--- config.mk ---
export PLATFORM = sky130hd
export DESIGN_NAME = adc_serial_rate_select_port
export DESIGN_NICKNAME = d
export VERILOG_FILES = /design/src/common/adc_rate_port_pkg.sv /design/src/design/adc_serial_rate_select_port.sv /design/src/design/pin_sync.sv /design/src/design/sample_buffer.sv
export SDC_FILE = /design/constraint.sdc
export NUM_CORES = 1
export LEC_CHECK = 0
export BUFFER_PORTS_ARGS = -buffer_cell sky130_fd_sc_hd__buf_2
export CORE_MARGIN = 2
export CORE_UTILIZATION = 45
export CTS_CLUSTER_DIAMETER = 40
export DETAILED_ROUTE_END_ITERATION = 6
export SYNTH_ARGS = -nofsm -noshare
export SYNTH_HDL_FRONTEND = slang
export SYNTH_SLANG_ARGS = --single-unit
--- constraint.sdc ---
create_clock -name core_clk -period 9 [get_ports core_clk]
set_input_delay 1.8 -clock core_clk [delete_from_list [all_inputs] [get_ports core_clk]]
set_output_delay 1.8 -clock core_clk [all_outputs]
set_load 0.05 [all_outputs]
--- src/common/adc_rate_port_pkg.sv ---
// Shared constants and frame types for the converter serial readout port
package adc_rate_port_pkg;

    // Core clock and nominal modulator oscillator rates
    localparam int unsigned CORE_CLK_HZ     = 250_000_000;
    localparam int unsigned MOD_OSC_HZ      = 1_800_000;
    // Modulator samples per output word are eight times the ratio
    localparam int unsigned SAMPLES_PER_OSR = 8;
    // Core cycles spent per unit of oversampling ratio
    localparam int unsigned OSR_UNIT_CYCLES = (SAMPLES_PER_OSR * CORE_CLK_HZ) / MOD_OSC_HZ;

    // Frame geometry
    localparam int unsigned FRAME_BITS      = 32;
    localparam int unsigned RESULT_BITS     = 24;
    localparam int unsigned SUB_BITS        = 5;
    localparam int unsigned CODE_BITS       = 5;
    localparam int unsigned SYNC_WIDTH      = 4;

    // Edge counts within one output cycle
    localparam logic [5:0]  CODE_EDGES      = 6'h05;
    localparam logic [5:0]  LAST_FALL       = 6'h1F;
    localparam logic [5:0]  ABORT_MIN_FALLS = 6'h05;

    // Values after reset
    localparam logic [4:0]  CODE_RESET      = 5'h00;
    localparam logic [15:0] OSR_DEFAULT     = 16'h0100;

    // Pin slots on the synchroniser
    localparam int unsigned SYN_SCK         = 0;
    localparam int unsigned SYN_CS          = 1;
    localparam int unsigned SYN_SDI         = 2;
    localparam int unsigned SYN_EXT         = 3;

    // Converter states, one bit changes from convert to sleep to output, both bits on return to convert
    typedef enum logic [1:0] {
        ST_CONVERT = 2'b00,
        ST_SLEEP   = 2'b01,
        ST_OUTPUT  = 2'b11
    } conv_state_t;

    // One result from the filter
    typedef struct packed {
        logic                     polarity_bit;
        logic [RESULT_BITS-1:0]   result;
        logic [SUB_BITS-1:0]      sub_lsb;
    } sample_t;

    // One 32-bit output frame, first bit on top
    typedef struct packed {
        logic     eoc_n;
        logic     filler_bit;
        sample_t  body;
    } frame_t;

endpackage : adc_rate_port_pkg

--- src/design/adc_serial_rate_select_port.sv ---
// Serial readout and rate selection port of a delta-sigma converter
// Overview of operation
// - SDI held low gives ratio 256
// - SDI held high gives ratio 32768
// - Level changes outside readout apply next conversion
// - Late low-to-high captures code 00111, 55Hz
// - Change before first rise applies fully
// - Change after fifth rise applies one later
// - Serial code shifted in during readout
// - Five-bit code decoded to oversampling ratio
// - Busy high converting, low until readout ends
// - Clock source select low means external clock
// - Data out tristate; else shows end flag
// - Conversion end enters sleep regardless of select
// - Sleep holds result until first clock rise
// - Bits change on falling, host latches rising
// - 32nd falling edge starts conversion, outputs high
// - Select rise after fifth fall aborts readout
// - Result loaded at end-of-conversion falling edge
// - Frame: flag, filler, polarity, result, sub bits
`timescale 1ns/1ps
module adc_serial_rate_select_port
    import adc_rate_port_pkg::*;
#(
    parameter int unsigned OSR_UNIT = OSR_UNIT_CYCLES
)
(
    input  wire logic        core_clk,
    input  wire logic        rst_n,
    input  wire logic        sck,
    input  wire logic        cs_n,
    input  wire logic        sdi,
    input  wire logic        clock_source_select,
    output logic             sdo,
    output logic             sdo_oe,
    output logic             busy,
    input  wire logic        sample_valid,
    output logic             sample_ready,
    input  wire sample_t     sample_data,
    output logic             conv_start,
    output logic [15:0]      osr_value
);

    logic [SYNC_WIDTH-1:0] pins_s;       // Synchronised pins
    logic                  sck_s;        // Serial clock, core domain
    logic                  cs_n_s;       // Chip select, core domain
    logic                  sdi_s;        // Data input, core domain
    logic                  ext_s;        // Clock source select, core domain
    logic                  sck_d;        // Delayed clock for edges
    logic                  cs_n_d;       // Delayed select for edges
    logic                  sck_rise;
    logic                  sck_fall;
    logic                  cs_rise;
    logic                  link_on;      // External clock mode active
    conv_state_t           state;        // Converter state
    logic [31:0]           conv_cnt;     // Cycles into conversion
    logic [31:0]           conv_len;     // Cycles per conversion
    logic                  conv_done;
    logic [5:0]            rise_cnt;     // Rising edges this readout, counted up to five
    logic [5:0]            fall_cnt;     // Falling edges this readout
    logic [4:0]            code_shift;   // Code being shifted in
    logic [4:0]            pending_code; // Code for next conversion
    logic [4:0]            active_code;  // Code of running conversion
    logic [FRAME_BITS-1:0] shift_reg;    // Static output register
    logic                  rise_take;
    logic                  fall_take;
    logic                  last_fall;
    logic                  abort;
    logic                  start_conv;
    logic                  buf_valid;
    logic                  load_frame;
    sample_t               buf_data;
    frame_t                new_frame;

    // Bring the pins into the core clock domain
    pin_sync #(
        .WIDTH    (SYNC_WIDTH)
    ) u_sync (
        .core_clk (core_clk),
        .rst_n    (rst_n),
        .async_in ({clock_source_select, sdi, ~cs_n, sck}),
        .sync_out (pins_s)
    );

    assign sck_s  = pins_s[SYN_SCK];
    assign cs_n_s = ~pins_s[SYN_CS];   // Slot carries select active high, so reset reads deselected
    assign sdi_s  = pins_s[SYN_SDI];
    assign ext_s  = pins_s[SYN_EXT];

    // Results wait here until a conversion ends
    sample_buffer #(
        .WIDTH     ($bits(sample_t)),
        .DEPTH     (2)
    ) u_buf (
        .core_clk  (core_clk),
        .rst_n     (rst_n),
        .in_valid  (sample_valid),
        .in_ready  (sample_ready),
        .in_data   (sample_data),
        .out_valid (buf_valid),
        .out_ready (load_frame),
        .out_data  (buf_data)
    );

    // Edge history of clock and select
    always_ff @(posedge core_clk)
    begin
        if (!rst_n)
        begin
            sck_d  <= 1'b0;
            cs_n_d <= 1'b1;
        end
        else
        begin
            sck_d  <= sck_s;
            cs_n_d <= cs_n_s;
        end
    end

    // Serial clock only honoured in external clock mode
    assign link_on  = ~ext_s;
    assign sck_rise = link_on & sck_s & ~sck_d;
    assign sck_fall = link_on & ~sck_s & sck_d;
    assign cs_rise  = cs_n_s & ~cs_n_d;

    // Rising edges with select low sample the code
    assign rise_take = sck_rise & ~cs_n_s & (state != ST_CONVERT)
                       & (rise_cnt < CODE_EDGES);
    // Falling edges with select low move the frame
    assign fall_take = sck_fall & ~cs_n_s & (state == ST_OUTPUT);
    assign last_fall = fall_take & (fall_cnt == LAST_FALL);
    assign abort     = (state == ST_OUTPUT) & cs_rise
                       & (fall_cnt >= ABORT_MIN_FALLS);
    assign start_conv = last_fall | abort;

    // Conversion ends only when a result is ready to load
    assign conv_len   = 32'(osr_value * OSR_UNIT);
    assign conv_done  = (state == ST_CONVERT) & (conv_cnt >= conv_len - 32'h1);
    assign load_frame = conv_done & buf_valid;

    // Frame layout of the loaded result: flag low, filler low, then the sample
    assign new_frame = {1'b0, 1'b0, buf_data};

    // Decode of the five-bit code into a ratio
    function automatic logic [15:0] decode_osr(input logic [4:0] code);
        if (code == 5'h00)
            decode_osr = 16'h0100;
        else
        begin
            case (code[3:0])
                4'h1:    decode_osr = 16'h0040;
                4'h2:    decode_osr = 16'h0080;
                4'h3:    decode_osr = 16'h0100;
                4'h4:    decode_osr = 16'h0200;
                4'h5:    decode_osr = 16'h0400;
                4'h6:    decode_osr = 16'h0800;
                4'h7:    decode_osr = 16'h1000;
                4'h8:    decode_osr = 16'h2000;
                4'h9:    decode_osr = 16'h4000;
                4'hF:    decode_osr = 16'h8000;
                default: decode_osr = OSR_DEFAULT;
            endcase
        end
    endfunction : decode_osr

    // Converter state sequence
    always_ff @(posedge core_clk)
    begin
        if (!rst_n)
            state <= ST_CONVERT;
        else
        begin
            case (state)
                ST_CONVERT:
                    if (load_frame)
                        state <= ST_SLEEP;
                ST_SLEEP:
                    if (rise_take)
                        state <= ST_OUTPUT;
                ST_OUTPUT:
                    if (start_conv)
                        state <= ST_CONVERT;
                default:
                    state <= ST_CONVERT;
            endcase
        end
    end

    // Conversion timer and start pulse
    always_ff @(posedge core_clk)
    begin
        if (!rst_n)
        begin
            conv_cnt   <= '0;
            conv_start <= 1'b1;
        end
        else
        begin
            conv_start <= start_conv;
            if (start_conv)
                conv_cnt <= '0;
            else if (state == ST_CONVERT && !conv_done)
                conv_cnt <= conv_cnt + 32'h1;
        end
    end

    // Edge counters of one readout
    always_ff @(posedge core_clk)
    begin
        if (!rst_n)
        begin
            rise_cnt <= '0;
            fall_cnt <= '0;
        end
        else if (start_conv || state == ST_CONVERT)
        begin
            rise_cnt <= '0;
            fall_cnt <= '0;
        end
        else
        begin
            if (rise_take)
                rise_cnt <= rise_cnt + 6'h01;
            if (fall_take)
                fall_cnt <= fall_cnt + 6'h01;
        end
    end

    // Rate code capture, level or serial alike
    always_ff @(posedge core_clk)
    begin
        if (!rst_n)
        begin
            code_shift   <= CODE_RESET;
            pending_code <= CODE_RESET;
        end
        else if (rise_take)
        begin
            code_shift <= {code_shift[3:0], sdi_s};
            // Fifth rise completes the code for the next conversion
            if (rise_cnt == CODE_EDGES - 6'h01)
                pending_code <= {code_shift[3:0], sdi_s};
        end
    end

    // Code and its ratio go live only as a conversion starts
    always_ff @(posedge core_clk)
    begin
        if (!rst_n)
        begin
            active_code <= CODE_RESET;
            osr_value   <= OSR_DEFAULT;
        end
        else if (start_conv)
        begin
            active_code <= pending_code;
            osr_value   <= decode_osr(pending_code);
        end
    end

    // Busy indicator
    always_ff @(posedge core_clk)
    begin
        if (!rst_n)
            busy <= 1'b1;
        else if (start_conv)
            busy <= 1'b1;
        else if (load_frame)
            busy <= 1'b0;
    end

    // Static shift register and data output bit
    always_ff @(posedge core_clk)
    begin
        if (!rst_n)
        begin
            shift_reg <= '0;
            sdo       <= 1'b1;
        end
        else if (start_conv)
            sdo <= 1'b1;
        else if (load_frame)
        begin
            shift_reg <= new_frame;
            sdo       <= 1'b0;
        end
        else if (fall_take)
        begin
            shift_reg <= {shift_reg[FRAME_BITS-2:0], 1'b0};
            sdo       <= shift_reg[FRAME_BITS-2];
        end
    end

    // Driver enabled only while selected
    assign sdo_oe = ~cs_n_s;
endmodule : adc_serial_rate_select_port

--- src/design/pin_sync.sv ---
// Two-flop synchroniser for a group of asynchronous pins
`timescale 1ns/1ps
module pin_sync
    import adc_rate_port_pkg::*;
#(
    parameter int unsigned WIDTH = 1
)
(
    input  wire logic             core_clk,
    input  wire logic             rst_n,
    input  wire logic [WIDTH-1:0] async_in,
    output logic      [WIDTH-1:0] sync_out
);

    logic [WIDTH-1:0] meta;   // First stage, read only by second stage

    // One pair of flops per pin
    genvar i;
    generate
        for (i = 0; i < WIDTH; i++)
        begin : g_bit
            always_ff @(posedge core_clk)
            begin
                if (!rst_n)
                begin
                    meta[i]     <= 1'b0;
                    sync_out[i] <= 1'b0;
                end
                else
                begin
                    meta[i]     <= async_in[i];
                    sync_out[i] <= meta[i];
                end
            end
        end
    endgenerate

endmodule : pin_sync

--- src/design/sample_buffer.sv ---
// Small valid/ready buffer holding filter results
`timescale 1ns/1ps
module sample_buffer
    import adc_rate_port_pkg::*;
#(
    parameter int unsigned WIDTH = 30,
    parameter int unsigned DEPTH = 2
)
(
    input  wire logic             core_clk,
    input  wire logic             rst_n,
    input  wire logic             in_valid,
    output logic                  in_ready,
    input  wire logic [WIDTH-1:0] in_data,
    output logic                  out_valid,
    input  wire logic             out_ready,
    output logic      [WIDTH-1:0] out_data
);

    localparam int unsigned PW = (DEPTH > 1) ? $clog2(DEPTH) : 1;

    logic [WIDTH-1:0] mem [DEPTH];   // Storage entries
    logic [PW-1:0]    wr_ptr;        // Next slot to fill
    logic [PW-1:0]    rd_ptr;        // Oldest slot
    logic [PW:0]      count;         // Entries held
    logic             push;
    logic             pop;

    // Honest full and empty
    assign in_ready  = (count != (PW+1)'(DEPTH));
    assign out_valid = (count != '0);
    assign push      = in_valid & in_ready;
    assign pop       = out_valid & out_ready;
    assign out_data  = mem[rd_ptr];

    // Storage write
    always_ff @(posedge core_clk)
    begin
        if (push)
            mem[wr_ptr] <= in_data;
    end

    // Pointers and occupancy
    always_ff @(posedge core_clk)
    begin
        if (!rst_n)
        begin
            wr_ptr <= '0;
            rd_ptr <= '0;
            count  <= '0;
        end
        else
        begin
            if (push)
                wr_ptr <= (wr_ptr == PW'(DEPTH-1)) ? '0 : wr_ptr + 1'b1;
            if (pop)
                rd_ptr <= (rd_ptr == PW'(DEPTH-1)) ? '0 : rd_ptr + 1'b1;
            count <= count + (PW+1)'(push) - (PW+1)'(pop);
        end
    end

endmodule : sample_buffer

==> out/metrics.cfg, run 1 <==
[global_route]
met2_usage_pct=28.42
grt_antenna_before_repair=0
grt_pass1_wl_um=33870
first_global_vias=6854
grt_overflow=0
grtUsageMet3_pct=2.880
met1_usage_pct=23.74
grt_most_used_layer=met2
grt_usage_pct=17.32
grt_max_degree=49

[cts]
cts_setup_buffers=0
cts_buffers=17
clock-sinks=184
clock_latency_ps=440
hold_buffers=0
htree_levels=4
clkTransAtPathRegs_ps=80
cts-root-buf=clkbuf_16
cts-resized-gates=0
cts_tree=yes
clk_path_buf_depth=2

[routing]
vias_per_cell=5.194
first_pass_iters=5
drc=0
drt_wl_total_um=20130
ant_nets=0
routed-via-count=7241
wire_per_inst_um=14.44
first_iter_violations=239

[sta]
setup_viol=0
clock_skew_ps=15.66
max_slew_margin_pct=35.80
fin_setup_tns_ps=0
rsz0062_at_grt=no
worstMarginPinSlew_ps=963.0
post-route-period-util_pct=82.55
finalWorstSetupSlack_ps=1570
final-hold-violation-count=0
fmax_ghz=0.1346
period_needed_ps=7430
final_max_slew_viol_count=0
whs_ps=419.5

[setup_path]
cp.required_ps=9350
path_max_fanout=35
r2r_cells=25
regToRegStartpoint=osr_value[6]
timing.rr.end=shift_reg[20]
arrival_ps=7780
crit_type=flop to flop
reg2reg_slack_ps=1570
cp-start-kind=flop
crit_path_end_kind=flop

[layout]
area.growth.synth_to_final_pct=10.54
largest_reg_flops=60
final_nets=1240
diodes=0
drive_above_1_share_pct=11.84
final_cell_mix=dfxtp_1 (123), inv_1 (109), ha_1 (97)
final_util_pct=50.88
layout_commonest_cell=dfxtp_1
fillers=2084

[logic_synthesis]
synth_cell_types=74
yosysWarnings=0
synth_cells=1027
synth_edf_count=60
synth-seq-cells=184
synthArstFlopShare_pct=0
ys_seq_area_share_pct=40.86
syn_area_um2=10490
synthFlopType=dfxtp_1
syn_avg_cell_area_um2=10.21

[worst_hold_path]
worstHoldPathCells=1
hp-class=flop to flop
holdCritStartpoint=u_sync.sync_out[1]
whs_endpoint=cs_n_d

[floorplanning]
coreArea_um2=22780
ios=58
num_rows=55
die_x_um=156.6
start_util_pct=46.03
fp.dieH_um=156.6
die-area_um2=24540

[power]
power_mw=1.698
worst_ir_drop_vdd_mv=0.1295
leakagePower_nw=4.695
pwr_density_cell_nw_per_um2=146.5

[run]
maxCapViolations=0

[placement]
port_buffers=51
place_ws_ps=1567
globalplace.congestion=0.8011
place_hpwl_um=14340

[run_status]
outcome=finished clean

## how the worst max path moves through the flow
stage | from | end | slack, ps | cells past startpoint
after global placement | osr_value[6] | shift_reg[6] | 1730 | 25
after global routing | osr_value[6] | shift_reg[4] | 1000 | 27
after CTS | osr_value[6] | shift_reg[20] | 1510 | 25
final | osr_value[6] | shift_reg[20] | 1570 | 25
after floorplan | osr_value[6] | u_buf.count[1] | 1500 | 29
after detailed placement | osr_value[6] | shift_reg[7] | 1570 | 25
## worst max-delay path, cell delays in order (launching register included)
cell	delay [ps]
dfxtp_1	540
inv_1	270
fa_1	590
inv_1	50
fa_1	480
fa_1	550
inv_1	60
fa_1	530
inv_1	40
ha_1	340
nand2_1	110
o21ai_2	100
a2111oi_4	410
a21oi_4	120
xnor2_4	300
inv_1	140
ha_1	330
nand2_1	70
nor3_1	300
and4_1	240
a32o_1	310
nor4_4	100
o31ai_4	200
buf_4	390
nand2_2	450
o2bb2ai_1	280
## stage by stage
step / cells / area, um^2
finish: 1394 / 11590
global route: 1394 / 11590
CTS: 1394 / 11590
detailed placement: 1362 / 11010
global placement: 1362 / 11010
floorplan: 1032 / 10500
## cell type report
class                      instances  area [um^2]  area share, %
multi-input combinational        696         5600          48.32
sequential                       184         4285          36.97
clock buffer                      17        425.4          3.671
inverter                         110        412.9          3.563
tap                              313        391.6          3.379
timing repair buffer              59        315.3          2.720
clock inverter                    15        158.9          1.371
## routing by layer
layer / share of wire [%] / wire [um]
met3: 2.6 / 530
met1: 50 / 10080
met5: 0 / 0
met2: 46 / 9295
met4: 1.1 / 227
## where the power goes
group | internal [mW] | switching (mW) | leakage [nW]
registers | 0.890 | 0.00857 | 1.56
clock network | 0.371 | 0.364 | 0.284
logic | 0.0188 | 0.0469 | 2.85
total | 1.28 | 0.419 | 4.70
## kinds of logic after synthesis
group                      after synthesis  share of synthesized area [%]
adders and majority gates              135                          18.83
buffers and inverters                  152                          5.943
muxes                                   44                          4.391
other                                    1                        0.03577
xor gates and xnor gates                31                          2.769
AOI/OAI and AO/OA                      222                          14.58
and+or+nand+nor                        258                          12.59
DFF                                    184                          40.86
## synth_stat cells (all sizes together), types with 2 or more instances
cell type | number | area share [%]
a2111oi | 3 | 0.49
a211oi | 4 | 0.33
a21oi | 48 | 2.4
a22o | 2 | 0.17
a22oi | 26 | 1.9
a32o | 3 | 0.29
a41oi | 2 | 0.17
and2 | 10 | 0.60
and3 | 13 | 0.79
and4 | 3 | 0.25
buf | 21 | 1.3
clkbuf | 21 | 0.75
dfxtp | 124 | 24
edfxtp | 60 | 17
fa | 38 | 7.3
ha | 97 | 12
inv | 109 | 3.9
mux2 | 6 | 0.64
mux2i | 38 | 3.7
nand2 | 88 | 3.2
nand2b | 5 | 0.30
nand3 | 21 | 1.1
nand4 | 6 | 0.36
nor2 | 48 | 1.7
nor2b | 6 | 0.36
nor3 | 12 | 0.57
nor4 | 7 | 0.68
o2111ai | 3 | 0.37
o211a | 3 | 0.29
o211ai | 5 | 0.49
o21a | 7 | 0.50
o21ai | 74 | 3.6
o21bai | 4 | 0.43
o22ai | 3 | 0.18
o2bb2ai | 26 | 2.2
o31ai | 5 | 0.54
or2 | 5 | 0.30
or3 | 24 | 1.4
or4 | 6 | 0.43
xnor2 | 15 | 1.4
xor2 | 16 | 1.3
Note: power is estimated with default switching activity, not from simulation.
==> inputs of run 2 (changes only) <==
Clock period 9 ns to 6.94 ns, I/O delays scaled along.
==> run 2 against run 1 <==
Compared with the run above: cell count grew 1.7%; global-route usage rose by 0.41 points; utilization up 1.5 points; register-to-register slack lost 1300 ps; combinational power rose by 27%; sequential power up 29%; clock power increased by 31%; cell area grew 2.9%; critical path depth unchanged.
==> out/metrics.cfg, run 2 (synthesis results as in run 1) <==
[run_status]
outcome=finished clean

[floorplanning]
fp.dieH_um=156.6  ; unchanged
die-area_um2=24540  ; unchanged
start_util_pct=46.03  ; unchanged
die_x_um=156.6  ; unchanged
ios=58  ; unchanged
coreArea_um2=22780  ; unchanged
num_rows=55  ; unchanged

[placement]
port_buffers=51  ; unchanged
place_hpwl_um=14630  ; +2.0%
globalplace.congestion=0.8534  ; +6.5%
place_ws_ps=162.8  ; -1404 ps

[sta]
worstMarginPinSlew_ps=956.1  ; -6.850 ps
finalWorstSetupSlack_ps=302.0  ; -1268 ps
clock_skew_ps=12.98  ; -2.679 ps
whs_ps=425.1  ; +5.585 ps
period_needed_ps=6638  ; -791.7 ps
setup_viol=0  ; unchanged
post-route-period-util_pct=95.65  ; +13 points
max_slew_margin_pct=36.26  ; +0.46 points
final-hold-violation-count=0  ; unchanged
final_max_slew_viol_count=0  ; unchanged
fmax_ghz=0.1506  ; +12%

[power]
worst_ir_drop_vdd_mv=0.1777  ; +37%
pwr_density_cell_nw_per_um2=185.3  ; +26%
leakagePower_nw=4.834  ; +3.0%
power_mw=2.210  ; +30%

[layout]
drive_above_1_share_pct=16.02  ; +4.2 points
layout_commonest_cell=dfxtp_1
final_cell_mix=dfxtp_1 (115), inv_1 (105), ha_1 (94)
diodes=0  ; unchanged
largest_reg_flops=60  ; unchanged
multi_input_area_um2=5728  ; +2.3%
final_util_pct=52.38  ; +1.5 points
fillers=2022  ; -3.0%
seq_area_um2=4308  ; +0.53%
final_nets=1264  ; +1.9%
area.growth.synth_to_final_pct=13.78

[run]
maxCapViolations=0  ; unchanged

[global_route]
grt_overflow=0  ; unchanged
grt_antenna_before_repair=0  ; unchanged
grt_pass1_wl_um=34750  ; +2.6%
first_global_vias=7023  ; +2.5%
grt_usage_pct=17.73  ; +0.41 points
grt_max_degree=49  ; unchanged

[worst_hold_path]
worstHoldPathCells=1  ; unchanged
hp-class=flop to flop
whs_endpoint=cs_n_d
holdCritStartpoint=u_sync.sync_out[1]

[setup_path]
cp-start-kind=flop
crit_path_end_kind=flop
path_buf_inv=5  ; -1
crit_type=flop to flop
reg2reg_slack_ps=300  ; -1270 ps
timing.rr.end=conv_cnt[13]
critical_path.max_stage_delay_ps=560  ; -30 ps
cp.required_ps=7300  ; -2050 ps
r2r_cells=25  ; unchanged
arrival_ps=7000  ; -780 ps
crit_family=adder cells
startpoint=osr_value[11]
path_max_fanout=11  ; -69%
regToRegStartpoint=osr_value[11]
cpMaxStageDelayCell=fa_1

[routing]
routed-via-count=7324  ; +1.1%
wire_per_inst_um=14.81  ; +2.6%
drc=0  ; unchanged
drt_wl_total_um=21010  ; +4.4%
vias_per_cell=5.165  ; -0.57%
ant_nets=0  ; unchanged
first_pass_iters=5  ; unchanged
first_iter_violations=419  ; +75%

[cts]
cts_buffers=17  ; unchanged
htree_levels=4  ; unchanged
clk_path_buf_depth=2  ; unchanged
hold_buffers=0  ; unchanged
clkTransAtPathRegs_ps=70  ; about the same
cts_tree=yes
clock-sinks=184  ; unchanged
clock_latency_ps=440  ; about the same
cts-root-buf=clkbuf_16

## run 2: worst max path at each step
stage,to,slack [ps],cells after the start
3_5_place_dp,conv_cnt[1],160,28
2_1_floorplan,u_buf.count[1],7,29
3_3_place_gp,conv_cnt[9],230,26
5_1_grt,conv_cnt[13],-10,25
4_1_cts,conv_cnt[11],130,27
6_report,conv_cnt[13],300,25
## run 2: final cells by class
type                       count  area share (%)
clock inverter                15           1.321
inverter                     110           3.555
clock buffer                  17           3.566
tap                          313           3.283
multi-input combinational    697           48.01
sequential                   184           36.11
timing repair buffer          82           4.153
## run 2: what timing repair did
action / 4_1_cts / 5_1_grt
buffers inserted: 0 / 15
endpoints found under the setup margin: 0 / 66
resized for setup: 0 / 22
## run 2: through the flow
step	TNS, ps	area [um^2]	std cells
after global placement	0	11100	1370
after CTS	0	11690	1402
final	0	11930	1418
after detailed placement	0	11100	1370
after floorplan	0	10550	1032
after global routing	-12.82	11930	1418
## run 2: power by group
group | total (mW) | internal (mW) | switching, mW | leakage, nW
Sequential | 1.16 | 1.15 | 0.0106 | 1.57
Clock | 0.964 | 0.510 | 0.454 | 0.284
Combinational | 0.0836 | 0.0240 | 0.0596 | 2.98
Total | 2.21 | 1.69 | 0.524 | 4.83
## run 2: routing by layer
layer	track usage, %	wire length [um]
met5	0	0
met1	23.63	10140
met3	3.295	545
met2	30.00	10090
met4	4.019	227
